`src/inc/mfdt_defines.svh`:
```
// register map, field positions, reset values and constants of the dual timer
// assumes a 4-bit word address and 16-bit register data
`ifndef MFDT_DEFINES_SVH
`define MFDT_DEFINES_SVH

// register indices on the plain register port
`define MFDT_ADDR_CTRL     4'h0
`define MFDT_ADDR_PRESCALE 4'h1
`define MFDT_ADDR_RELCAP_A 4'h2
`define MFDT_ADDR_RELCAP_B 4'h3
`define MFDT_ADDR_CNT1     4'h4
`define MFDT_ADDR_CNT2     4'h5
`define MFDT_ADDR_RELOAD2  4'h6
`define MFDT_ADDR_IRQ_EN   4'h7
`define MFDT_ADDR_CMD      4'h8
`define MFDT_ADDR_STATUS   4'h9

// control register fields
`define MFDT_CTRL_MODE_LO  0
`define MFDT_CTRL_MODE_HI  2
`define MFDT_CTRL_RUN      3
`define MFDT_CTRL_CLK1_LO  4
`define MFDT_CTRL_CLK1_HI  5
`define MFDT_CTRL_CLK2_LO  6
`define MFDT_CTRL_CLK2_HI  7
`define MFDT_CTRL_EDGE_A   8
`define MFDT_CTRL_EDGE_B   9
`define MFDT_CTRL_PRESET_A 10
`define MFDT_CTRL_PRESET_B 11
`define MFDT_CTRL_TRIG_LO  12
`define MFDT_CTRL_TRIG_HI  13

// command register bits, write-only
`define MFDT_CMD_START     0
`define MFDT_CMD_STOP      1

// interrupt enable bits
`define MFDT_IRQ_A         0
`define MFDT_IRQ_B         1
`define MFDT_IRQ_C         2
`define MFDT_IRQ_D         3

// widths and values
`define MFDT_W             16
`define MFDT_ZERO          16'h0000
`define MFDT_ALL_ONES      16'hffff
`define MFDT_PRESC_W       8
`define MFDT_PRESC_ZERO    8'h00
`define MFDT_PRESC_ONE     8'h01
`define MFDT_CTRL_RESET    16'h0000

`endif

```
`src/inc/mfdt_pkg.sv`:
```
// types shared by the dual timer design
// assumes nothing beyond a SystemVerilog compiler
package mfdt_pkg;

  typedef enum logic [2:0] {
    MFDT_MODE_OFF    = 3'h0,
    MFDT_MODE_PWM    = 3'h1,
    MFDT_MODE_TRAIN  = 3'h2,
    MFDT_MODE_CAP    = 3'h3,
    MFDT_MODE_DUAL   = 3'h4,
    MFDT_MODE_CAPTMR = 3'h5
  } mfdt_mode_t;

  typedef enum logic [1:0] {
    MFDT_CLK_CPU   = 2'h0,
    MFDT_CLK_PRESC = 2'h1,
    MFDT_CLK_PIN_B = 2'h2,
    MFDT_CLK_ACCUM = 2'h3
  } mfdt_clk_t;

  typedef enum logic [1:0] {
    MFDT_TRIG_SW   = 2'h0,
    MFDT_TRIG_RISE = 2'h1,
    MFDT_TRIG_FALL = 2'h2
  } mfdt_trig_t;

  // gray order idle -> running -> done
  typedef enum logic [1:0] {
    MFDT_PT_IDLE = 2'b00,
    MFDT_PT_RUN  = 2'b01,
    MFDT_PT_DONE = 2'b11
  } mfdt_pt_t;

endpackage

```
`src/logic/mfdt_timer.sv`:
```
// multi-function dual down-counter timer with two channel pins
// assumes a register master on clk and asynchronous channel pins
//
// Decided for this implementation: strobed register access and the register addresses.
`timescale 1ns/1ps
`default_nettype none
`include "mfdt_defines.svh"

module mfdt_timer (
  // clock and reset
  input wire logic clk,
  input wire logic rst_n,
  // register port
  input wire logic [3:0] addr,
  input wire logic [15:0] wr_data,
  input wire logic wr_en,
  input wire logic rd_en,
  output logic [15:0] rd_data,
  // channel pins
  input wire logic chan_a_in,
  output logic chan_a_out,
  output logic chan_a_oe_n,
  input wire logic chan_b_in,
  // interrupt pulses
  output logic irq_chan_a,
  output logic irq_chan_b,
  output logic irq_primary_uf,
  output logic irq_secondary_uf
);

  // picks the counting tick for a clock selector
  function automatic logic sel_tick(input logic [1:0] sel, input logic presc,
                                    input logic b_edge, input logic b_lvl);
    logic t;
    t = 1'b0;
    case (mfdt_pkg::mfdt_clk_t'(sel))
      mfdt_pkg::MFDT_CLK_CPU:   t = 1'b1;
      mfdt_pkg::MFDT_CLK_PRESC: t = presc;
      mfdt_pkg::MFDT_CLK_PIN_B: t = b_edge;
      mfdt_pkg::MFDT_CLK_ACCUM: t = presc & b_lvl;
      default:                  t = 1'b0;
    endcase
    return t;
  endfunction

  logic [15:0] ctrl_q;
  logic [`MFDT_PRESC_W-1:0] presc_div_q;
  logic [`MFDT_PRESC_W-1:0] presc_cnt_q;
  logic [`MFDT_W-1:0] relcap_a_q;
  logic [`MFDT_W-1:0] relcap_b_q;
  logic [`MFDT_W-1:0] cnt1_q;
  logic [`MFDT_W-1:0] cnt2_q;
  logic [`MFDT_W-1:0] reload2_q;
  logic [3:0] irq_en_q;
  logic [3:0] irq_q;
  logic [15:0] rd_data_q;
  logic alt_q;
  logic out_a_q;
  mfdt_pkg::mfdt_pt_t pt_q;
  logic a_s1_q, a_s2_q, a_s3_q;
  logic b_s1_q, b_s2_q, b_s3_q;

  mfdt_pkg::mfdt_mode_t mode;
  logic run, presc_tick;
  logic a_rise, a_fall, b_rise, b_fall, a_edge, b_edge;
  logic wr_cnt1, wr_cnt2, wr_relcap_a, wr_relcap_b, sw_start, sw_stop;
  logic pwm_like, cap_mode, captmr, drive_a, trig_hit;
  logic act1, act2, tick1, tick2, uf1, uf2, pulse_end;
  logic cap_a, cap_b;
  logic [3:0] irq_ev;

  assign mode = mfdt_pkg::mfdt_mode_t'(ctrl_q[`MFDT_CTRL_MODE_HI:`MFDT_CTRL_MODE_LO]);
  assign run = ctrl_q[`MFDT_CTRL_RUN];
  assign pwm_like = (mode == mfdt_pkg::MFDT_MODE_PWM) || (mode == mfdt_pkg::MFDT_MODE_TRAIN);
  assign cap_mode = (mode == mfdt_pkg::MFDT_MODE_CAP);
  assign captmr = (mode == mfdt_pkg::MFDT_MODE_CAPTMR);

  // pin synchronisers, third stage only for edge detection
  // a possibly metastable first stage is never read by logic
  always_ff @(posedge clk or negedge rst_n) begin
    if (!rst_n) begin
      a_s1_q <= 1'b0;
      a_s2_q <= 1'b0;
      a_s3_q <= 1'b0;
      b_s1_q <= 1'b0;
      b_s2_q <= 1'b0;
      b_s3_q <= 1'b0;
    end else begin
      a_s1_q <= chan_a_in;
      a_s2_q <= a_s1_q;
      a_s3_q <= a_s2_q;
      b_s1_q <= chan_b_in;
      b_s2_q <= b_s1_q;
      b_s3_q <= b_s2_q;
    end
  end

  assign a_rise = a_s2_q & ~a_s3_q;
  assign a_fall = ~a_s2_q & a_s3_q;
  assign b_rise = b_s2_q & ~b_s3_q;
  assign b_fall = ~b_s2_q & b_s3_q;
  assign a_edge = ctrl_q[`MFDT_CTRL_EDGE_A] ? a_rise : a_fall;
  assign b_edge = ctrl_q[`MFDT_CTRL_EDGE_B] ? b_rise : b_fall;

  // register strobes
  assign wr_cnt1 = wr_en && (addr == `MFDT_ADDR_CNT1);
  assign wr_cnt2 = wr_en && (addr == `MFDT_ADDR_CNT2);
  assign wr_relcap_a = wr_en && (addr == `MFDT_ADDR_RELCAP_A);
  assign wr_relcap_b = wr_en && (addr == `MFDT_ADDR_RELCAP_B);
  assign sw_start = wr_en && (addr == `MFDT_ADDR_CMD) && wr_data[`MFDT_CMD_START];
  assign sw_stop = wr_en && (addr == `MFDT_ADDR_CMD) && wr_data[`MFDT_CMD_STOP];

  // prescaler: one tick every presc_div_q+1 cycles
  // free running, so a counter started mid-period waits up to one period for its first tick
  always_ff @(posedge clk or negedge rst_n) begin
    if (!rst_n) begin
      presc_cnt_q <= `MFDT_PRESC_ZERO;
    end else if (presc_cnt_q >= presc_div_q) begin
      presc_cnt_q <= `MFDT_PRESC_ZERO;
    end else begin
      presc_cnt_q <= presc_cnt_q + `MFDT_PRESC_ONE;
    end
  end
  assign presc_tick = (presc_cnt_q >= presc_div_q);

  // counting ticks; pin b serves as clock for either counter
  assign act1 = run && (mode != mfdt_pkg::MFDT_MODE_OFF) &&
                ((mode != mfdt_pkg::MFDT_MODE_TRAIN) || (pt_q == mfdt_pkg::MFDT_PT_RUN));
  assign tick1 = act1 && sel_tick(ctrl_q[`MFDT_CTRL_CLK1_HI:`MFDT_CTRL_CLK1_LO],
                                  presc_tick, b_edge, b_s2_q);
  assign uf1 = tick1 && (cnt1_q == `MFDT_ZERO);
  // a pulse is complete when its high phase (loaded from a) runs out;
  // counting it there leaves the pin low once the train is done, with no runt pulse
  assign pulse_end = uf1 && pwm_like && alt_q == 1'b1 && out_a_q == 1'b1;
  // one run bit serves both counters; the secondary has no enable of its own
  assign act2 = act1;
  assign tick2 = act2 && ((mode == mfdt_pkg::MFDT_MODE_TRAIN) ? pulse_end :
                 sel_tick(ctrl_q[`MFDT_CTRL_CLK2_HI:`MFDT_CTRL_CLK2_LO],
                          presc_tick, b_edge, b_s2_q));
  assign uf2 = tick2 && (cnt2_q == `MFDT_ZERO);
  assign cap_a = run && cap_mode && a_edge;
  assign cap_b = run && (cap_mode || captmr) && b_edge;

  // pulse train start trigger
  // pin b edges reach the trigger without the capture edge select
  always_comb begin
    trig_hit = 1'b0;
    case (mfdt_pkg::mfdt_trig_t'(ctrl_q[`MFDT_CTRL_TRIG_HI:`MFDT_CTRL_TRIG_LO]))
      mfdt_pkg::MFDT_TRIG_SW:   trig_hit = sw_start;
      mfdt_pkg::MFDT_TRIG_RISE: trig_hit = b_rise;
      mfdt_pkg::MFDT_TRIG_FALL: trig_hit = b_fall;
      default:                  trig_hit = 1'b0;
    endcase
  end

  always_ff @(posedge clk or negedge rst_n) begin
    if (!rst_n) begin
      pt_q <= mfdt_pkg::MFDT_PT_IDLE;
    end else if (sw_stop || mode != mfdt_pkg::MFDT_MODE_TRAIN || !run) begin
      pt_q <= mfdt_pkg::MFDT_PT_IDLE;
    end else begin
      case (pt_q)
        mfdt_pkg::MFDT_PT_IDLE: begin
          if (trig_hit) begin
            pt_q <= mfdt_pkg::MFDT_PT_RUN;
          end
        end
        mfdt_pkg::MFDT_PT_RUN: begin
          if (uf2) begin
            pt_q <= mfdt_pkg::MFDT_PT_DONE;
          end
        end
        mfdt_pkg::MFDT_PT_DONE: begin
          if (trig_hit) begin
            pt_q <= mfdt_pkg::MFDT_PT_RUN;
          end
        end
        default: pt_q <= mfdt_pkg::MFDT_PT_IDLE;
      endcase
    end
  end

  // primary counter
  // a software write beats everything, so a count can always be forced
  always_ff @(posedge clk or negedge rst_n) begin
    if (!rst_n) begin
      cnt1_q <= `MFDT_ZERO;
    end else if (wr_cnt1) begin
      cnt1_q <= wr_data;
    end else if ((cap_a && ctrl_q[`MFDT_CTRL_PRESET_A]) ||
                 (cap_mode && cap_b && ctrl_q[`MFDT_CTRL_PRESET_B])) begin
      cnt1_q <= `MFDT_ALL_ONES;
    end else if (uf1) begin
      if (pwm_like) begin
        cnt1_q <= alt_q ? relcap_b_q : relcap_a_q;
      end else if (cap_mode) begin
        cnt1_q <= `MFDT_ALL_ONES;
      end else begin
        cnt1_q <= relcap_a_q;
      end
    end else if (tick1) begin
      cnt1_q <= cnt1_q - 16'h0001;
    end
  end

  // reload order and pin a level; first reload after start is from a
  always_ff @(posedge clk or negedge rst_n) begin
    if (!rst_n) begin
      alt_q <= 1'b0;
      out_a_q <= 1'b0;
    end else if (!act1) begin
      alt_q <= 1'b0;
      out_a_q <= 1'b0;
    end else if (uf1) begin
      if (pwm_like) begin
        alt_q <= ~alt_q;
        out_a_q <= ~alt_q;
      end else begin
        out_a_q <= ~out_a_q;
      end
    end
  end

  // pin a drives only where the primary produces a waveform
  assign drive_a = pwm_like || mode == mfdt_pkg::MFDT_MODE_DUAL || captmr;

  // secondary counter
  // a capture preset beats the underflow reload, so the next capture measures from all ones
  always_ff @(posedge clk or negedge rst_n) begin
    if (!rst_n) begin
      cnt2_q <= `MFDT_ZERO;
    end else if (wr_cnt2) begin
      cnt2_q <= wr_data;
    end else if (captmr && cap_b && ctrl_q[`MFDT_CTRL_PRESET_B]) begin
      cnt2_q <= `MFDT_ALL_ONES;
    end else if (uf2) begin
      cnt2_q <= captmr ? `MFDT_ALL_ONES : reload2_q;
    end else if (tick2) begin
      cnt2_q <= cnt2_q - 16'h0001;
    end
  end

  // reload/capture registers; a capture beats a software write in the same cycle
  // the captured value is the count as it stood before this edge's tick
  always_ff @(posedge clk or negedge rst_n) begin
    if (!rst_n) begin
      relcap_a_q <= `MFDT_ZERO;
    end else if (cap_a) begin
      relcap_a_q <= cnt1_q;
    end else if (wr_relcap_a) begin
      relcap_a_q <= wr_data;
    end
  end

  always_ff @(posedge clk or negedge rst_n) begin
    if (!rst_n) begin
      relcap_b_q <= `MFDT_ZERO;
    end else if (cap_b) begin
      relcap_b_q <= cap_mode ? cnt1_q : cnt2_q;
    end else if (wr_relcap_b) begin
      relcap_b_q <= wr_data;
    end
  end

  // configuration registers
  // unmapped writes fall through every branch and are ignored
  always_ff @(posedge clk or negedge rst_n) begin
    if (!rst_n) begin
      ctrl_q <= `MFDT_CTRL_RESET;
      presc_div_q <= `MFDT_PRESC_ZERO;
      reload2_q <= `MFDT_ZERO;
      irq_en_q <= 4'h0;
    end else if (wr_en) begin
      if (addr == `MFDT_ADDR_CTRL) begin
        ctrl_q <= wr_data;
      end else if (addr == `MFDT_ADDR_PRESCALE) begin
        presc_div_q <= wr_data[`MFDT_PRESC_W-1:0];
      end else if (addr == `MFDT_ADDR_RELOAD2) begin
        reload2_q <= wr_data;
      end else if (addr == `MFDT_ADDR_IRQ_EN) begin
        irq_en_q <= wr_data[3:0];
      end
    end
  end

  // interrupt sources by mode
  // pulses are registered so none can glitch; the price is one cycle of latency
  always_comb begin
    irq_ev = 4'h0;
    irq_ev[`MFDT_IRQ_D] = uf2;
    if (pwm_like) begin
      irq_ev[`MFDT_IRQ_A] = uf1;
    end else if (cap_mode) begin
      irq_ev[`MFDT_IRQ_A] = cap_a;
      irq_ev[`MFDT_IRQ_B] = cap_b;
      irq_ev[`MFDT_IRQ_C] = uf1;
    end else if (mode == mfdt_pkg::MFDT_MODE_DUAL) begin
      irq_ev[`MFDT_IRQ_A] = uf1;
    end else if (captmr) begin
      irq_ev[`MFDT_IRQ_A] = uf1;
      irq_ev[`MFDT_IRQ_B] = cap_b;
    end
  end

  always_ff @(posedge clk or negedge rst_n) begin
    if (!rst_n) begin
      irq_q <= 4'h0;
    end else begin
      irq_q <= irq_ev & irq_en_q;
    end
  end

  // read data, one cycle after the strobe; unmapped reads give zero
  // zero outside the read cycle lets several slaves share one or-ed read bus
  always_ff @(posedge clk or negedge rst_n) begin
    if (!rst_n) begin
      rd_data_q <= `MFDT_ZERO;
    end else if (!rd_en) begin
      rd_data_q <= `MFDT_ZERO;
    end else if (addr == `MFDT_ADDR_CTRL) begin
      rd_data_q <= ctrl_q;
    end else if (addr == `MFDT_ADDR_PRESCALE) begin
      rd_data_q <= {8'h00, presc_div_q};
    end else if (addr == `MFDT_ADDR_RELCAP_A) begin
      rd_data_q <= relcap_a_q;
    end else if (addr == `MFDT_ADDR_RELCAP_B) begin
      rd_data_q <= relcap_b_q;
    end else if (addr == `MFDT_ADDR_CNT1) begin
      rd_data_q <= cnt1_q;
    end else if (addr == `MFDT_ADDR_CNT2) begin
      rd_data_q <= cnt2_q;
    end else if (addr == `MFDT_ADDR_RELOAD2) begin
      rd_data_q <= reload2_q;
    end else if (addr == `MFDT_ADDR_IRQ_EN) begin
      rd_data_q <= {12'h000, irq_en_q};
    end else if (addr == `MFDT_ADDR_STATUS) begin
      rd_data_q <= {10'h000, pt_q, alt_q, out_a_q, b_s2_q, a_s2_q};
    end else begin
      rd_data_q <= `MFDT_ZERO;
    end
  end

  assign rd_data = rd_data_q;
  assign chan_a_out = out_a_q;
  assign chan_a_oe_n = ~drive_a;
  assign irq_chan_a = irq_q[`MFDT_IRQ_A];
  assign irq_chan_b = irq_q[`MFDT_IRQ_B];
  assign irq_primary_uf = irq_q[`MFDT_IRQ_C];
  assign irq_secondary_uf = irq_q[`MFDT_IRQ_D];

endmodule

`default_nettype wire

```
`config.mk`:
```
export PLATFORM = sky130hd
export DESIGN_NAME = mfdt_timer
export DESIGN_NICKNAME = d
export VERILOG_FILES = /design/src/inc/mfdt_pkg.sv /design/src/logic/mfdt_timer.sv
export VERILOG_INCLUDE_DIRS = /design/src /design/src/inc
export SDC_FILE = /design/constraint.sdc
export NUM_CORES = 1
export LEC_CHECK = 0
export ABC_AREA = 1
export BUFFER_PORTS_ARGS = -buffer_cell sky130_fd_sc_hd__buf_2
export CAP_MARGIN = 20
export CELL_PAD_IN_SITES_DETAIL_PLACEMENT = 0
export CELL_PAD_IN_SITES_GLOBAL_PLACEMENT = 1
export CORE_ASPECT_RATIO = 0.6
export CORE_UTILIZATION = 30
export CTS_CLUSTER_DIAMETER = 120
export CTS_CLUSTER_SIZE = 14
export DETAILED_ROUTE_END_ITERATION = 6
export PLACE_DENSITY_LB_ADDON = 0.3
export SKIP_CTS_REPAIR_TIMING = 1
export SLEW_MARGIN = 10
export SYNTH_ARGS = -nofsm -noshare
export SYNTH_HDL_FRONTEND = slang
export SYNTH_SLANG_ARGS = --single-unit
```
`constraint.sdc`:
```
create_clock -name clk -period 2.4 [get_ports clk]
set_input_delay 0 -clock clk [delete_from_list [all_inputs] [get_ports clk]]
set_output_delay 0 -clock clk [all_outputs]
set_load 0.03 [all_outputs]
```
Yosys cells after proc, flatten, opt, wreduce, memory -nomap -nowiden
Index checks and enable logic that the tools add are counted.
{"block": "word_totals", "register_bits": 146, "output_inout_bits": 22, "inputBits": 26}
{"block": "op_classes", "addsub": 3, "n_reduce_logical": 53, "n_bitwise": 16, "n_eq_ne": 29, "n_mux": 51, "n_lt_le_gt_ge": 1}
{"op": "16-bit 2-to-1 mux", "n": 25}
{"op": "16-bit logical NOT", "n": 2}
{"op": "16-bit by 1-bit subtractor with 16-bit output, second input constant", "n": 2}
{"op": "1-bit logical AND", "n": 25}
{"op": "4-bit by 3-bit equality test with 1-bit output, second input constant", "n": 4}
{"op": "1-bit 2-to-1 mux", "n": 13}
{"op": "2-bit equality test, second input constant", "n": 6}
{"op": "2-bit 2-to-1 mux", "n": 6}
{"op": "6-bit 2-to-1 mux", "n": 2}
{"op": "1-bit inverter", "n": 10}
{"op": "8-bit by 1-bit adder with 8-bit output, second input constant", "n": 1}
{"op": "2-bit by 1-bit equality test with 1-bit output, second input constant", "n": 4}
{"op": "4-bit by 2-bit equality test with 1-bit output, second input constant", "n": 2}
{"op": "4-bit equality test, second input constant", "n": 2}
{"op": "8-bit greater-or-equal comparator", "n": 1}
{"op": "2-bit logical NOT", "n": 4}
{"op": "1-bit logical OR", "n": 8}
{"op": "8-bit 2-to-1 mux", "n": 1}
{"op": "1-bit case mux with 4 select lines", "n": 2}
{"op": "4-bit nonzero test", "n": 2}
{"op": "3-bit by 2-bit equality test with 1-bit output, second input constant", "n": 2}
{"op": "3-bit equality test, second input constant", "n": 2}
{"op": "3-bit by 2-bit inequality test with 1-bit output, second input constant", "n": 2}
{"op": "2-bit AND reduction", "n": 3}
{"op": "17 further kinds", "n": 22}

Logic depth before layout (Yosys ltp)
{"block": "depth", "word_depth": 15, "depth_mapped": 20}

Worst setup path before layout
No wires, ideal clock.
{"block": "synth_path", "path_kind": "reg2reg", "start": "register presc_div_q[7]", "end": "register cnt2_q[5]", "setup_time_ps": 116, "path_stages_with_launch": 18, "synth_period_minus_slack_ps": 2252, "t_required_ps": 2284, "arrival_time_ps": 2136, "path_buffers": 2, "slack_ps": 148, "path_cell_list": "dfrtp_1 > inv_1 > ha_1 > nand2_1 > nor2_1 > nand4_1 > nand3_2 > buf_6 > nand2_1 > nand3_1 > nand4_2 > o21bai_4 > nand3_4 > buf_6 > nand2_1 > nand3_1 > nand2_1 > nand2_1"}
{"block": "synth_via", "elab_chain_len": 14, "word_cells_on_any_way": 16}
{"item": "start: declaration", "line": "mfdt_timer.sv:47", "source": "logic [`MFDT_PRESC_W-1:0] presc_div_q;"}
{"item": "start signal: assignment", "line": "mfdt_timer.sv:270", "source": "presc_div_q <= `MFDT_PRESC_ZERO;"}
{"item": "start signal: assignment", "line": "mfdt_timer.sv:277", "source": "presc_div_q <= wr_data[`MFDT_PRESC_W-1:0];"}
{"item": "8-bit greater-or-equal comparator (*)", "line": "mfdt_timer.sv:124", "source": "assign presc_tick = (presc_cnt_q >= presc_div_q);"}
{"item": "1-bit bitwise AND", "line": "mfdt_timer.sv:40", "source": "mfdt_pkg::MFDT_CLK_ACCUM: t = presc & b_lvl;"}
{"item": "1-bit case mux with 4 select lines", "line": "mfdt_timer.sv:36", "source": "case (mfdt_pkg::mfdt_clk_t'(sel))"}
{"item": "1-bit logical AND", "line": "mfdt_timer.sv:129", "source": "assign tick1 = act1 && sel_tick(ctrl_q[`MFDT_CTRL_CLK1_HI:`MFDT_CTRL_CLK1_LO],"}
{"item": "1-bit logical AND", "line": "mfdt_timer.sv:131", "source": "assign uf1 = tick1 && (cnt1_q == `MFDT_ZERO);"}
{"item": "1-bit logical AND (3 in series)", "line": "mfdt_timer.sv:134", "source": "assign pulse_end = uf1 && pwm_like && alt_q == 1'b1 && out_a_q == 1'b1;"}
{"item": "1-bit 2-to-1 mux (*)", "line": "mfdt_timer.sv:137", "source": "assign tick2 = act2 && ((mode == mfdt_pkg::MFDT_MODE_TRAIN) ? pulse_end :"}
{"item": "1-bit logical AND (*)", "line": "mfdt_timer.sv:137"}
{"item": "1-bit logical AND", "line": "mfdt_timer.sv:140", "source": "assign uf2 = tick2 && (cnt2_q == `MFDT_ZERO);"}
{"item": "16-bit 2-to-1 mux", "line": "mfdt_timer.sv:236", "source": "end else if (uf2) begin"}
{"item": "16-bit 2-to-1 mux", "line": "mfdt_timer.sv:234", "source": "end else if (captmr && cap_b && ctrl_q[`MFDT_CTRL_PRESET_B]) begin"}
{"item": "16-bit 2-to-1 mux", "line": "mfdt_timer.sv:232", "source": "end else if (wr_cnt2) begin"}
{"item": "end signal: assignment", "line": "mfdt_timer.sv:233", "source": "cnt2_q <= wr_data;"}
{"item": "end signal: assignment", "line": "mfdt_timer.sv:235", "source": "cnt2_q <= `MFDT_ALL_ONES;"}
{"item": "end signal: assignment", "line": "mfdt_timer.sv:237", "source": "cnt2_q <= captmr ? `MFDT_ALL_ONES : reload2_q;"}
{"item": "end: declaration", "line": "mfdt_timer.sv:52", "source": "logic [`MFDT_W-1:0] cnt2_q;"}
Mark *: on every way between the ends. The rest lies on a longest branch, timed or not.
A chain may end at the register's enable or synchronous reset.

Worst setup path after layout
{"block": "layout_path", "start": "register presc_div_q[5]", "end": "register cnt1_q[4]"}
{"block": "layout_via", "elab_chain_len": 8, "word_cells_on_any_way": 9}
{"item": "8-bit greater-or-equal comparator (*)", "line": "mfdt_timer.sv:124"}
{"item": "1-bit bitwise AND", "line": "mfdt_timer.sv:40"}
{"item": "1-bit case mux with 4 select lines (*)", "line": "mfdt_timer.sv:36"}
{"item": "1-bit logical AND (*)", "line": "mfdt_timer.sv:129"}
{"item": "1-bit logical AND", "line": "mfdt_timer.sv:131"}
{"item": "16-bit 2-to-1 mux", "line": "mfdt_timer.sv:193", "source": "end else if (uf1) begin"}
{"item": "16-bit 2-to-1 mux", "line": "mfdt_timer.sv:190", "source": "end else if ((cap_a && ctrl_q[`MFDT_CTRL_PRESET_A]) ||"}
{"item": "16-bit 2-to-1 mux", "line": "mfdt_timer.sv:188", "source": "end else if (wr_cnt1) begin"}
{"item": "end signal: assignment", "line": "mfdt_timer.sv:189", "source": "cnt1_q <= wr_data;"}
{"item": "end signal: assignment", "line": "mfdt_timer.sv:192", "source": "cnt1_q <= `MFDT_ALL_ONES;"}
{"item": "end signal: assignment", "line": "mfdt_timer.sv:195", "source": "cnt1_q <= alt_q ? relcap_b_q : relcap_a_q;"}
{"item": "end: declaration", "line": "mfdt_timer.sv:51", "source": "logic [`MFDT_W-1:0] cnt1_q;"}
Marked as above.

==> key figures <==
Detailed routing
  • Vias/cell: 5.430
  • DRC: 4
  • DRT Wirelength: 38.75 mm
  • Initial DRC Count: 1462
  • WL/cell: 22.73 um
  • Total number of vias: 9259
  • DRT Pass-1 Iters: 7
  • Final ANT Viol Nets: 0

Yosys
  • Syn Area/Cell: 7.545 um2
  • Seq/Total Area, Yosys: 0.4167
  • Netlist cell types: 47
  • Post-synth EDFFs: 0
  • Asr flop ratio synth: 1.000
  • Post-Synthesis Cells: 1162
  • Net Count, Synth: 1201
  • Main flop type after synthesis: dfrtp_1
  • Synth warnings: 0
  • Mapped Area: 8767 um2
  • Register bit total from synthesis: 146

Global route
  • Vias in the first global route: 8347
  • Global-route wire length before repair: 55.90 mm
  • Met1 Use GR: 0.4178
  • Met3 Usage GRT: 0.1038
  • Largest net degree at the start of global routing: 61
  • Grt ovf: 0
  • Initial antenna violation count: 0
  • Gr usage total: 0.2575
  • GR Util met2: 0.3002
  • Grt peak-use layer: met1

Cells and area
  • Finished Cell Area: 11320 um2
  • # diodes: 0
  • Area growth syn-to-layout: 29.07%
  • Share of layout cells above drive strength 1: 0.2023
  • Area of the multi-input gates: 4519 um2
  • Sequential cell area: 3654 um2
  • Commonest non-fill, non-tap cell in the layout: nand2_1
  • Post-layout nets: 1357
  • Most frequent cells in the layout: nand2_1 (243), dfrtp_1 (146), inv_1 (134), o21ai_0 (124), buf_4 (113)
  • Filler cells: 2980
  • Final Core Density: 0.3942

Floorplanning
  • Starting Density: 0.3054
  • Core Area: 28710 um2
  • Die H: 134.4 um
  • Die footprint: 29930 um2
  • Die width: 222.7 um
  • Num rows: 48
  • IO Count: 48

STA
  • Period minus WS final: 2.433 ns
  • Worst-margin pin slew: 0.6366 ns
  • Slew Limit Fails: 0
  • Final Hold Fails: 3
  • Tcrit/Tclk final: 1.014
  • Setup Viol. Count Final: 22
  • RSZ-0062 raised after global routing: true
  • Max-Slew Margin vs Limit: 0.5756
  • Setup Skew: 0.01569 ns
  • Final hold slack: -0.01291 ns
  • Setup WS post-layout: -0.03289 ns
  • Max Clock Freq: 0.4110 GHz

Flow run
  • Max_cap viols: 0

Clock network
  • Clock sink count: 146
  • TritonCTS clock tree: built
  • CTS root buf: clkbuf_16
  • H-tree depth: 4
  • Worst-Skew Late Latency: 0.45 ns
  • CTS Buf Count: 17
  • Max Root-Sink Buffers: 2
  • Clock transition at the registers of the reported paths: 0.06 ns

Setup path
  • Slowest cell on the critical path: dfrtp_1
  • Setup crit end kind: flip-flop
  • Critical path cell sequence: inv_1 > ha_4 > nand2_2 > a21oi_2 > nor2_2 > nand3_2 > nand2_2 > nand3_4 > buf_6 > nand2_4 > clkinv_8 > nor2_4 > buf_12 > inv_8 > o211ai_1 > o21ai_1
  • Crit Path Class: flip-flop to flip-flop
  • Arr. time, crit path: 2.75 ns
  • Most used cell, CP: nand2_2
  • Max stage delay on crit path: 0.39 ns
  • Startpoint class of the critical path: flip-flop
  • Worst EP required: 2.72 ns
  • CP Max Fanout: 8

Power
  • Static leakage: 0.005416 uW
  • Total power: 11450 uW
  • Pwr per Cell Area: 1012 nW/um2
  • VDD IR max: 0.4358 mV

Hold path
  • Type of the worst min-delay path: primary input to flip-flop

Placed design
  • IO Port Bufs: 47
  • GP Congestion: 0.9644
  • Cell Area, Placed: 10100 um2
  • DP Wirelength: 28.79 mm

Status
  • Failing checks: design-rule violations, negative hold slack, negative setup slack
  • Status: complete, but fails checks
## critical path, delay by kind of cell, from the launching register on
| family | cells | cell delay, ns |
|---|---|---|
| adders and majority gates | 1 | 0.21 |
| DFF | 1 | 0.39 |
| buffers and inverters | 5 | 0.54 |
| AOI/OAI and AO/OA | 3 | 0.24 |
| and+or+nand+nor | 7 | 0.93 |
## metrics by stage
step	std cells	setup TNS [ns]	setup WS, ns	hold WS [ns]
after CTS	1669	-4.243	-0.1933	-0.4251
final	1705	-0.3221	-0.03289	-0.01291
after global placement	1638	-0.8516	-0.1039	0.04716
after global routing	1705	-3.744	-0.1366	0.0007214
after floorplan	1162	0	0.1480	-0.2956
after detailed placement	1638	-2.779	-0.1570	0.04919
## layer usage
metal  share of wire  vias to the layer above
li1                -                     4289
met1            0.50                     4427
met2            0.36                      515
met3            0.14                       28
met4          0.0083                        0
met5               0                        -
## path summary, 6_finish.rpt
path / from / to / slack, ns / cells past startpoint
setup / recovery: presc_div_q[5] / cnt1_q[4] / -0.03 / 16
hold / removal: wr_data[10] / relcap_a_q[10] / -0.01 / 3
setup reg to reg: presc_div_q[5] / cnt1_q[4] / -0.03 / 16
hold reg to reg: a_s1_q / a_s2_q / 0.35 / 0
max in group asynchronous: rst_n / cnt2_q[7] / 1.50 / 3
min in group asynchronous: rst_n / rd_data[9] / 0.13 / 2
## final cells by class
cell class                 instances  share of cell area
tap                              375             0.04146
timing repair buffer             189              0.1319
inverter                         145             0.05031
multi-input combinational        817              0.3994
timing repair inverter             2            0.001769
sequential                       146              0.3229
clock buffer                      18             0.03793
clock inverter                    13             0.01437
## where the power goes
| group | internal (uW) | switching [uW] |
|---|---|---|
| registers | 3140 | 700 |
| clock network | 1630 | 1160 |
| logic | 1900 | 2920 |
| total | 6680 | 4780 |
## flip-flops by register name, indices dropped and copies added (netlist names), 2 cells and up
register,cells
relcap_a_q,16
cnt1_q,16
presc_div_q,8
cnt2_q,16
pt_q,2
presc_cnt_q,8
reload2_q,16
rd_data,16
relcap_b_q,16
irq_q,4
irq_en_q,4
ctrl_q,16
## cells by family (layout without fill, tap and decap cells)
kind of cell               Yosys count  after routing  synth area share
xor gates and xnor gates            23             23           0.02298
adders and majority gates           13             13           0.01855
AOI/OAI and AO/OA                  302            302            0.2101
DFF                                146            146            0.4167
buffers and inverters              200            367           0.09077
and+or+nand+nor                    478            479            0.2409
## Yosys cell counts, types with 4 or more instances
| library cell | number | area share |
|---|---|---|
| dfrtp_1 | 146 | 0.42 |
| o211ai_1 | 35 | 0.030 |
| inv_2 | 4 | 0.0017 |
| nor2_1 | 89 | 0.038 |
| o221ai_1 | 22 | 0.022 |
| o21ai_0 | 134 | 0.076 |
| a21oi_1 | 49 | 0.028 |
| o22ai_1 | 19 | 0.014 |
| inv_1 | 135 | 0.058 |
| buf_2 | 12 | 0.0069 |
| nor3_1 | 8 | 0.0046 |
| o311ai_0 | 16 | 0.016 |
| xor2_1 | 22 | 0.022 |
| nand3_1 | 74 | 0.042 |
| nand2_1 | 251 | 0.11 |
| o2111ai_1 | 4 | 0.0040 |
| clkinv_1 | 6 | 0.0026 |
| clkbuf_1 | 38 | 0.016 |
| o21ai_1 | 7 | 0.0040 |
| a31oi_1 | 5 | 0.0036 |
| nand4_1 | 28 | 0.020 |
| ha_1 | 13 | 0.019 |
| or2_2 | 6 | 0.0043 |
No activity file was read; power rests on OpenSTA's default activity.
